## src/hw/nand_host_pkg.sv

```systemverilog
// Package with constants and types for the NAND flash host pin controller.
package nand_host_pkg;

  // Array organisation.
  localparam int PAGE_DATA_BYTES = 2048;
  localparam int PAGE_SPARE_BYTES = 128;
  localparam int PAGE_TOTAL_BYTES = PAGE_DATA_BYTES + PAGE_SPARE_BYTES;
  localparam int PAGES_PER_BLOCK = 64;
  localparam int BLOCKS_PER_PLANE = 2048;
  localparam int PLANES_PER_DIE = 2;
  localparam int DIES_PER_PACKAGE = 4;
  localparam int CHIP_SELECTS = 2;
  localparam int ECC_CODEWORD_BYTES = 528;
  localparam int ECC_MIN_BITS = 4;

  // Address field layout.
  localparam int COL_BITS = 12;
  localparam int ROW_BITS = 20;
  localparam int ADDR_CYCLES = 5;
  localparam int ID_BYTES = 5;

  // Command codes.
  localparam logic [7:0] CMD_READ_SETUP = 8'h00;
  localparam logic [7:0] CMD_READ_CONFIRM = 8'h30;
  localparam logic [7:0] CMD_READ_ID = 8'h90;
  localparam logic [7:0] CMD_STATUS = 8'h70;
  localparam logic [7:0] CMD_PROG_SETUP = 8'h80;
  localparam logic [7:0] CMD_PROG_CONFIRM = 8'h10;
  localparam logic [7:0] CMD_ERASE_SETUP = 8'h60;
  localparam logic [7:0] CMD_ERASE_CONFIRM = 8'hD0;
  localparam logic [7:0] ID_ADDR = 8'h00;

  // Timing, in their own units, and the derived 40 MHz cycle counts.
  localparam int CLK_MHZ = 40;
  localparam int CLK_PERIOD_NS = 25;
  localparam int READ_ACCESS_US = 30;
  localparam int BYTE_SPACING_NS = 25;
  localparam int PROG_TYP_US = 300;
  localparam int ERASE_TYP_US_X10 = 35000;
  localparam int READ_ACCESS_CYC = READ_ACCESS_US * CLK_MHZ;
  localparam int BYTE_SPACING_CYC =
    (BYTE_SPACING_NS + CLK_PERIOD_NS - 1) / CLK_PERIOD_NS;
  localparam int PROG_TYP_CYC = PROG_TYP_US * CLK_MHZ;
  localparam int ERASE_TYP_CYC = ERASE_TYP_US_X10 * CLK_MHZ / 10;
  localparam int STROBE_HALF_CYC = 2;

  // Host operations.
  typedef enum logic [2:0] {
    OP_READ = 3'h0,
    OP_PROGRAM = 3'h1,
    OP_ERASE = 3'h2,
    OP_READ_ID = 3'h3,
    OP_STATUS = 3'h4
  } op_t;

  typedef struct packed {
    op_t op;
    logic chip;
    logic [ROW_BITS-1:0] row;
    logic [COL_BITS-1:0] col;
    logic [15:0] count;
  } request_t;

  // Pin outputs driven by the host toward the device.
  typedef struct packed {
    logic cmdLatch;
    logic addrLatch;
    logic writeStrobeN;
    logic readStrobeN;
    logic [CHIP_SELECTS-1:0] chipSelectN;
    logic writeProtectN;
  } pins_t;

endpackage : nand_host_pkg

```

## src/hw/nand_host_ctrl.sv

```systemverilog
// Host controller driving a stacked NAND flash through its pins.
// Function
// - Shared eight-bit bus carries command, address, data.
// - Wait 30 us access; bytes 25 ns apart; code polls ready/busy instead and uses 4-clock (100 ns) bus cycles.
// - Program busy about 300 us typical.
// - Erase busy about 3.5 ms typical.
// - Host corrects 4 bits per 528 bytes; this controller has no correction logic.
// - Five address cycles, upper bits low.
// - Identify with 90h then address 00h.
// - Dummy 00h command before status after identify.
`timescale 1ns/1ps
module nand_host_ctrl #(
  parameter int READ_WAIT_CYC = nand_host_pkg::READ_ACCESS_CYC,
  parameter int BUSY_TIMEOUT_CYC = 4 * nand_host_pkg::ERASE_TYP_CYC
) (
  // Clock and reset
  input wire logic clk,
  input wire logic rst,
  // Request port
  input wire logic reqValid,
  output logic reqReady,
  input wire nand_host_pkg::request_t req,
  input wire logic writeProtectReq,
  // Write data stream
  input wire logic [7:0] wrData,
  input wire logic wrValid,
  output logic wrReady,
  // Read data stream
  output logic [7:0] rdData,
  output logic rdValid,
  // Completion
  output logic opDone,
  output logic opTimeout,
  // Device pins
  output nand_host_pkg::pins_t pins,
  output logic [7:0] busOut,
  output logic busOeN,
  input wire logic [7:0] busIn,
  input wire logic readyBusyN
);

  typedef enum logic [7:0] {
    S_IDLE = 8'h01, S_CMD1 = 8'h02, S_ADDR = 8'h04, S_DATA_W = 8'h08,
    S_CMD2 = 8'h10, S_WAIT = 8'h20, S_DATA_R = 8'h40, S_DUMMY = 8'h80
  } state_t;

  state_t state_q, state_d;
  nand_host_pkg::request_t req_q, req_d;
  logic [2:0] addrIdx_q, addrIdx_d;
  logic [15:0] left_q, left_d;
  logic [31:0] waitCnt_q, waitCnt_d;
  logic idMode_q, idMode_d;
  logic [7:0] byte_q, byte_d;
  logic [7:0] rdData_q, rdData_d;
  logic rdValid_q, rdValid_d;
  logic done_q, done_d, tmo_q, tmo_d;
  logic rbMeta_q, rbSync_q;
  logic [7:0] busMeta_q, busSync_q;
  logic start, strobeLow, cycDone, cycBusy_q, cycBusy_d;

  nand_strobe_gen #(.HALF_CYC(nand_host_pkg::STROBE_HALF_CYC)) u_strobe (
    .clk(clk),
    .rst(rst),
    .start(start),
    .strobeLow(strobeLow),
    .done(cycDone)
  );

  // Address byte n of the five-cycle layout; unused upper bits stay low.
  function automatic logic [7:0] addrByte(
    input nand_host_pkg::request_t r, input logic [2:0] n);
    unique case (n)
      3'h0: addrByte = r.col[7:0];
      3'h1: addrByte = {4'h0, r.col[11:8]};
      3'h2: addrByte = r.row[7:0];
      3'h3: addrByte = r.row[15:8];
      default: addrByte = {4'h0, r.row[19:16]};
    endcase
  endfunction : addrByte

  function automatic logic [2:0] addrCount(input nand_host_pkg::op_t op);
    unique case (op)
      nand_host_pkg::OP_READ_ID: addrCount = 3'h1;
      nand_host_pkg::OP_ERASE: addrCount = 3'h3;
      nand_host_pkg::OP_STATUS: addrCount = 3'h0;
      default: addrCount = 3'(nand_host_pkg::ADDR_CYCLES);
    endcase
  endfunction : addrCount

  function automatic logic [7:0] firstCmd(input nand_host_pkg::op_t op);
    unique case (op)
      nand_host_pkg::OP_READ_ID: firstCmd = nand_host_pkg::CMD_READ_ID;
      nand_host_pkg::OP_ERASE: firstCmd = nand_host_pkg::CMD_ERASE_SETUP;
      nand_host_pkg::OP_PROGRAM: firstCmd = nand_host_pkg::CMD_PROG_SETUP;
      nand_host_pkg::OP_STATUS: firstCmd = nand_host_pkg::CMD_STATUS;
      default: firstCmd = nand_host_pkg::CMD_READ_SETUP;
    endcase
  endfunction : firstCmd

  // Pins from outside pass two flops before any logic reads them.
  always_ff @(posedge clk) begin
    rbMeta_q <= readyBusyN;
    rbSync_q <= rbMeta_q;
    busMeta_q <= busIn;
    busSync_q <= busMeta_q;
  end

  always_comb begin
    state_d = state_q;
    req_d = req_q;
    addrIdx_d = addrIdx_q;
    left_d = left_q;
    waitCnt_d = waitCnt_q;
    idMode_d = idMode_q;
    byte_d = byte_q;
    rdData_d = rdData_q;
    rdValid_d = 1'b0;
    done_d = 1'b0;
    tmo_d = 1'b0;
    start = 1'b0;
    reqReady = 1'b0;
    wrReady = 1'b0;
    unique case (state_q)
      S_IDLE: begin
        reqReady = rbSync_q;
        if (reqValid && rbSync_q) begin
          req_d = req;
          left_d = req.count;
          addrIdx_d = 3'h0;
          if (idMode_q && req.op == nand_host_pkg::OP_STATUS) begin
            byte_d = nand_host_pkg::CMD_READ_SETUP;
            state_d = S_DUMMY;
          end else begin
            byte_d = firstCmd(req.op);
            state_d = S_CMD1;
          end
          idMode_d = (req.op == nand_host_pkg::OP_READ_ID);
          start = 1'b1;
        end
      end
      S_DUMMY: if (cycDone) begin
        byte_d = nand_host_pkg::CMD_STATUS;
        state_d = S_CMD1;
        start = 1'b1;
      end
      S_CMD1: if (cycDone) begin
        if (addrCount(req_q.op) != 3'h0) begin
          addrIdx_d = 3'h0;
          byte_d = (req_q.op == nand_host_pkg::OP_READ_ID) ?
            nand_host_pkg::ID_ADDR :
            (req_q.op == nand_host_pkg::OP_ERASE) ?
            addrByte(req_q, 3'h2) : addrByte(req_q, 3'h0);
          state_d = S_ADDR;
          start = 1'b1;
        end else begin
          state_d = S_DATA_R;
          waitCnt_d = 32'h0000_0000;
        end
      end
      S_ADDR: if (cycDone) begin
        if (addrIdx_q + 3'h1 < addrCount(req_q.op)) begin
          addrIdx_d = addrIdx_q + 3'h1;
          byte_d = (req_q.op == nand_host_pkg::OP_ERASE) ?
            addrByte(req_q, addrIdx_q + 3'h3) :
            addrByte(req_q, addrIdx_q + 3'h1);
          start = 1'b1;
        end else if (req_q.op == nand_host_pkg::OP_PROGRAM) begin
          state_d = S_DATA_W;
        end else if (req_q.op == nand_host_pkg::OP_READ_ID) begin
          state_d = S_DATA_R;
          waitCnt_d = 32'h0000_0000;
        end else begin
          byte_d = (req_q.op == nand_host_pkg::OP_READ) ?
            nand_host_pkg::CMD_READ_CONFIRM :
            nand_host_pkg::CMD_ERASE_CONFIRM;
          state_d = S_CMD2;
          start = 1'b1;
        end
      end
      S_DATA_W: begin
        wrReady = (left_q != 16'h0000) && (!cycBusy_q || cycDone);
        if (left_q == 16'h0000) begin
          if (!cycBusy_q || cycDone) begin
            byte_d = nand_host_pkg::CMD_PROG_CONFIRM;
            state_d = S_CMD2;
            start = 1'b1;
          end
        end else if (wrValid && wrReady) begin
          byte_d = wrData;
          left_d = left_q - 16'h0001;
          start = 1'b1;
        end
      end
      S_CMD2: if (cycDone) begin
        state_d = S_WAIT;
        waitCnt_d = 32'h0000_0000;
      end
      S_WAIT: begin
        // Busy shows after a short delay, so sample ready only past it.
        waitCnt_d = waitCnt_q + 32'h0000_0001;
        if (waitCnt_q > 32'h0000_0004 && rbSync_q) begin
          if (req_q.op == nand_host_pkg::OP_READ) begin
            state_d = S_DATA_R;
            waitCnt_d = 32'h0000_0000;
          end else begin
            done_d = 1'b1;
            state_d = S_IDLE;
          end
        end else if (waitCnt_q == 32'(BUSY_TIMEOUT_CYC)) begin
          tmo_d = 1'b1;
          done_d = 1'b1;
          state_d = S_IDLE;
        end
      end
      S_DATA_R: begin
        if (cycDone) begin
          rdData_d = busSync_q;
          rdValid_d = 1'b1;
          left_d = left_q - 16'h0001;
        end
        if (left_q == 16'h0000 || (cycDone && left_q == 16'h0001)) begin
          done_d = 1'b1;
          state_d = S_IDLE;
        end else if (!cycBusy_q) begin
          start = 1'b1;
        end
      end
      default: state_d = S_IDLE;
    endcase
    cycBusy_d = start || (cycBusy_q && !cycDone);
  end

  // Read strobes sample bus two cycles late; half period covers the sync.
  always_comb begin
    pins.cmdLatch = (state_q == S_CMD1 || state_q == S_CMD2 ||
      state_q == S_DUMMY);
    pins.addrLatch = (state_q == S_ADDR);
    pins.writeStrobeN = !(strobeLow && state_q != S_DATA_R);
    pins.readStrobeN = !(strobeLow && state_q == S_DATA_R);
    pins.chipSelectN = {nand_host_pkg::CHIP_SELECTS{1'b1}};
    if (state_q != S_IDLE)
      pins.chipSelectN[req_q.chip] = 1'b0;
    pins.writeProtectN = !writeProtectReq;
  end

  assign busOut = byte_q;
  assign busOeN = !(state_q inside {S_CMD1, S_CMD2, S_ADDR, S_DATA_W,
    S_DUMMY});
  assign rdData = rdData_q;
  assign rdValid = rdValid_q;
  assign opDone = done_q;
  assign opTimeout = tmo_q;

  always_ff @(posedge clk) begin
    if (rst) begin
      state_q <= S_IDLE;
      req_q <= '0;
      addrIdx_q <= 3'h0;
      left_q <= 16'h0000;
      waitCnt_q <= 32'h0000_0000;
      idMode_q <= 1'b0;
      byte_q <= 8'h00;
      rdData_q <= 8'h00;
      rdValid_q <= 1'b0;
      done_q <= 1'b0;
      tmo_q <= 1'b0;
      cycBusy_q <= 1'b0;
    end else begin
      state_q <= state_d;
      req_q <= req_d;
      addrIdx_q <= addrIdx_d;
      left_q <= left_d;
      waitCnt_q <= waitCnt_d;
      idMode_q <= idMode_d;
      byte_q <= byte_d;
      rdData_q <= rdData_d;
      rdValid_q <= rdValid_d;
      done_q <= done_d;
      tmo_q <= tmo_d;
      cycBusy_q <= cycBusy_d;
    end
  end

endmodule : nand_host_ctrl

```

## src/hw/nand_strobe_gen.sv

```systemverilog
// Strobe timer that paces one bus cycle: low phase, then high phase.
`timescale 1ns/1ps
module nand_strobe_gen #(
  parameter int HALF_CYC = nand_host_pkg::STROBE_HALF_CYC
) (
  // Clock and reset
  input wire logic clk,
  input wire logic rst,
  // Cycle request and progress
  input wire logic start,
  output logic strobeLow,
  output logic done
);

  logic [7:0] cnt_q;
  logic [7:0] cnt_d;
  logic busy_q;
  logic busy_d;
  localparam logic [7:0] LAST = 8'(2 * HALF_CYC - 1);
  localparam logic [7:0] HALF = 8'(HALF_CYC);

  always_comb begin
    cnt_d = cnt_q;
    busy_d = busy_q;
    done = 1'b0;
    if (busy_q) begin
      if (cnt_q == LAST) begin
        // A start in the last cycle chains the next cycle with no idle gap.
        busy_d = start;
        cnt_d = 8'h00;
        done = 1'b1;
      end else begin
        cnt_d = cnt_q + 8'h01;
      end
    end else if (start) begin
      busy_d = 1'b1;
      cnt_d = 8'h00;
    end
  end

  // The strobe rises halfway, so data is latched mid-cycle on the rising edge.
  assign strobeLow = busy_q && (cnt_q < HALF);

  always_ff @(posedge clk) begin
    if (rst) begin
      cnt_q <= 8'h00;
      busy_q <= 1'b0;
    end else begin
      cnt_q <= cnt_d;
      busy_q <= busy_d;
    end
  end

endmodule : nand_strobe_gen

```

## config.mk

```make
export PLATFORM = sky130hd
export DESIGN_NAME = nand_host_ctrl
export DESIGN_NICKNAME = d
export VERILOG_FILES = /design/src/hw/nand_host_pkg.sv /design/src/hw/nand_host_ctrl.sv /design/src/hw/nand_strobe_gen.sv
export SDC_FILE = /design/constraint.sdc
export NUM_CORES = 1
export LEC_CHECK = 0
export ABC_AREA = 1
export BUFFER_PORTS_ARGS = -buffer_cell sky130_fd_sc_hd__buf_2
export CAP_MARGIN = 15
export CORE_MARGIN = 2
export CORE_UTILIZATION = 35
export CTS_CLUSTER_DIAMETER = 60
export CTS_CLUSTER_SIZE = 28
export DETAILED_ROUTE_END_ITERATION = 12
export GPL_ROUTABILITY_DRIVEN = 0
export GPL_TIMING_DRIVEN = 0
export SETUP_SLACK_MARGIN = 0.4
export SLEW_MARGIN = 20
export SYNTH_ARGS = -nofsm -noshare
export SYNTH_HDL_FRONTEND = slang
export SYNTH_SLANG_ARGS = --single-unit
```

## constraint.sdc

```tcl
create_clock -name clk -period 2.6 [get_ports clk]
set_input_delay 0.52 -clock clk [delete_from_list [all_inputs] [get_ports clk]]
set_output_delay 0.52 -clock clk [all_outputs]
set_load 0.03 [all_outputs]
```

==> summary.md <==
| Metric | Value |
|---|---|
| Slew headroom | `39.2%` |
| Post-synth top area share | `34.5%` |
| 1st-iter DRT viols | `805` |
| RSZ-0062 raised after global routing | `true` |
| Max-Cap Viols | `0` |
| Combinational power share | `41.3%` |
| Sequential area share after synthesis | `34.5%` |
| Area contributors post-synth | `dfxtp_1, nand2_1, inv_1` |
| Vias | `9,127` |
| Final worst path period share | `90.2%` |
| Post-CTS Hold Fix Bufs | `0` |
| Worst Path Required | `2890 ps` |
| Slew at the pin with the worst max-slew slack | `911 ps` |
| Hpwl dp | `19.3 mm` |
| # rows | `56` |
| Reg2reg start | `addrIdx_q[0]$_SDFFE_PP0P_` |
| Crit path arrival time | `2630 ps` |
| Internal | `0.00518 W` |
| Ports | `103` |
| Leakage | `4.66 nW` |
| Fill cell count | `2,399` |
| Reg2reg end | `state_q[6]$_SDFFE_PP0P_` |
| Sw Pwr | `0.00392 W` |
| Routed wire length | `27.2 mm` |
| Reg area | `2890 um^2` |
| Mapped Cells | `1,297` |
| FF-to-FF setup slack | `260 ps` |
| Post-DRT Antenna Nets | `0` |
| Avg Cell Area, Syn | `6.39 um^2` |
| Period minus WS final | `2340 ps` |
| Cts bufs inserted | `17` |
| Pwr/cell area | `845 nW/um^2` |
| Die W | `158 um` |
| Cells on Worst Hold Path | `1` |
| Commonest non-fill, non-tap cell in the layout | `nand2_1` |
| Worst skew pair latency | `450 ps` |
| Clock share of power | `27.3%` |
| Sequential power share | `31.4%` |
| Root buffer cell | `clkbuf_16` |
| Ys Warns | `0` |
| HP Start | `busIn[3]` |
| WHS Endpoint | `busMeta_q[3]$_DFF_P_` |
| Worst Setup Start Kind | `flip-flop` |
| Total number of H-tree levels | `4` |
| GRT Util Overall | `21.9%` |
| CTS tree | `done` |
| Synth-to-layout area growth | `29.9%` |
| Setup violators final | `0` |
| Synth unique cells | `45` |
| Post-route setup slack | `255 ps` |
| Mapped Nets | `1,385` |
| Max clock buf depth | `2` |
| Worst reg-to-reg path cell count | `19` |
| DR pass1 iterations | `7` |
| FF+latch count, synth | `143` |
| Core area | `23,300 um^2` |
| First-pass GRT wire length | `42.9 mm` |
| Fin. max-slew vios | `0` |
| Diode count | `0` |
| Drt drc | `0` |
| Final Power | `0.00910 W` |
| Worst Clk Skew | `20.6 ps` |
| Area leader, netlist | `dfxtp_1` |
| Clk pin slew, worst setup/hold paths | `70 ps` |
| Max FO, Critical Path | `7` |
| Setup CP Type | `flip-flop to flip-flop` |
| Largest net degree at the start of global routing | `18` |
| Multi-input gate area in the final layout | `5020 um^2` |
| Commonest non-fill, non-tap cells in the layout | `nand2_1, inv_1, nor2_1, dfxtp_1, buf_2` |
| Initial antenna violation count | `0` |
| Mapped cell area | `8290 um^2` |
| Worst hold path class | `input port to flip-flop` |
| Starting Density | `35.5%` |
| Switch share | `43.0%` |
| PortBufs | `101` |
| Vias in the first global route | `8,474` |
| Layout cells sized above 1 | `23.1%` |
| Post-Place Worst Slack | `-36.6 ps` |
| Run status | `finished clean` |
| VDD IR max | `0.000477 V` |
| Critical Path End Type | `flip-flop` |
| Final Hold Viols | `0` |
| Routed WL per cell | `15.1 um` |
| Avg Vias per Cell | `5.08` |
| Maximum clock rate | `427 MHz` |
| DIE AREA | `24,900 um^2` |
| Layout net count | `1,554` |
| Die Y | `158 um` |
| Remaining global-route overflow | `0` |
| Clock sink total | `143` |
[power groups by stage]
stage | combinational, W | sequential (W) | clock (W)
2_1_floorplan | 0.00227 | 0.00281 | 0
3_3_place_gp | 0.00306 | 0.00285 | 0
3_5_place_dp | 0.00308 | 0.00285 | 0
4_1_cts | 0.00343 | 0.00283 | 0.00253
5_1_grt | 0.00415 | 0.00289 | 0.00263
6_report | 0.00376 | 0.00286 | 0.00248
[state kept, by name, summed over array words and instances (netlist names)]
register / count
u_strobe.busy_q: 1
rbSync_q: 1
busMeta_q: 8
u_strobe.cnt_q: 8
opTimeout: 1
left_q: 16
cycBusy_q: 1
waitCnt_q: 32
opDone: 1
req_q: 36
addrIdx_q: 3
rdData: 8
rbMeta_q: 1
busSync_q: 8
state_q: 8
rdValid: 1
busOut: 8
idMode_q: 1
[critical path: stages, from the launching register on]
cell	delay [ps]
dfxtp_4	370
ha_4	160
inv_2	40
nand2_2	40
nand2_2	90
buf_8	110
inv_4	30
ha_4	280
nand2_2	60
inv_2	40
nand2_2	50
nand2_4	70
nor2_4	50
buf_4	150
inv_6	70
nand2_4	50
nor2_4	150
nand3_4	150
nor2_1	140
nor3_1	50
[synth_stat cells, drive strengths merged]
cell type / instances
buf: 11
mux2i: 1
nor2: 188
o21bai: 2
a22oi: 1
dfxtp: 143
nor3: 26
nor3b: 1
o21a: 1
nand4: 32
nor4: 4
o221ai: 2
nand2: 294
a211oi: 1
a21boi: 2
o21ai: 111
clkinv: 2
o31ai: 3
nand3: 85
and2: 1
clkbuf: 32
o22ai: 5
o211ai: 19
nand3b: 2
inv: 178
xnor2: 5
a31o: 1
xor2: 18
a31oi: 5
a21oi: 107
ha: 14
[metal layers]
metal	vias to the layer above	GRT usage [%]	wire, um
met4	0	9.35	964
li1	4561	-	-
met2	351	34.6	12200
met3	76	4.08	1780
met5	-	0	0
met1	4139	29.3	12200
[worst max path at each step]
stage                                    from                          to  slack (ps)  depth (start not counted)
finish              addrIdx_q[0]$_SDFFE_PP0P_     state_q[6]$_SDFFE_PP0P_         260                         19
global placement       req_q[50]$_SDFFE_PP0P_  waitCnt_q[16]$_SDFFE_PP0P_         -20                         19
detailed placement     req_q[50]$_SDFFE_PP0P_  waitCnt_q[16]$_SDFFE_PP0P_         -40                         19
CTS                 addrIdx_q[0]$_SDFFE_PP0P_  waitCnt_q[16]$_SDFFE_PP0P_         310                         17
floorplan              req_q[50]$_SDFFE_PP0P_  waitCnt_q[16]$_SDFFE_PP0P_         400                         19
global route        addrIdx_q[0]$_SDFFE_PP0P_     state_q[3]$_SDFFE_PP0P_         200                         20
[final cells by class]
| type | instances | share of cell area [%] |
|---|---|---|
| flip-flops and latches | 143 | 26.9 |
| well taps | 319 | 3.71 |
| plain buffers | 43 | 2.46 |
| multi-input cells | 932 | 46.6 |
| clock buffers | 17 | 3.95 |
| repair buffers | 149 | 8.43 |
| clock inverters | 15 | 1.57 |
| inverters | 180 | 6.46 |
[through the flow]
step | cell area (um^2) | hold slack [ps] | instances | TNS [ps] | util [%]
after global routing | 10800 | 153 | 1798 | 0 | 46.2
after CTS | 10400 | 163 | 1782 | 0 | 44.5
after detailed placement | 9310 | 312 | 1717 | -191 | 39.9
after global placement | 9310 | 310 | 1717 | -32.4 | 39.9
after floorplan | 8410 | 310 | 1297 | 0 | -
final | 10800 | 170 | 1798 | 0 | 46.2
[cell families (layout without fill, tap and decap cells)]
| logic type | Yosys count | in the layout | synth area share, % |
|---|---|---|---|
| xor+xnor | 23 | 23 | 2.43 |
| fa+ha+maj | 14 | 14 | 2.11 |
| simple gates | 633 | 634 | 33.3 |
| buf+inv | 223 | 404 | 10.5 |
| mux | 1 | 1 | 0.121 |
| compound gates | 260 | 260 | 17.0 |
| flops | 143 | 143 | 34.5 |
[repair_timing]
item / CTS / global route
setup endpoints to repair: 73 / 100
cloned: 3 / 0
gates resized for setup: 70 / 102
setup buffers: 30 / 16
pin swaps: 24 / 26
Note: power is estimated with default switching activity, not from simulation.
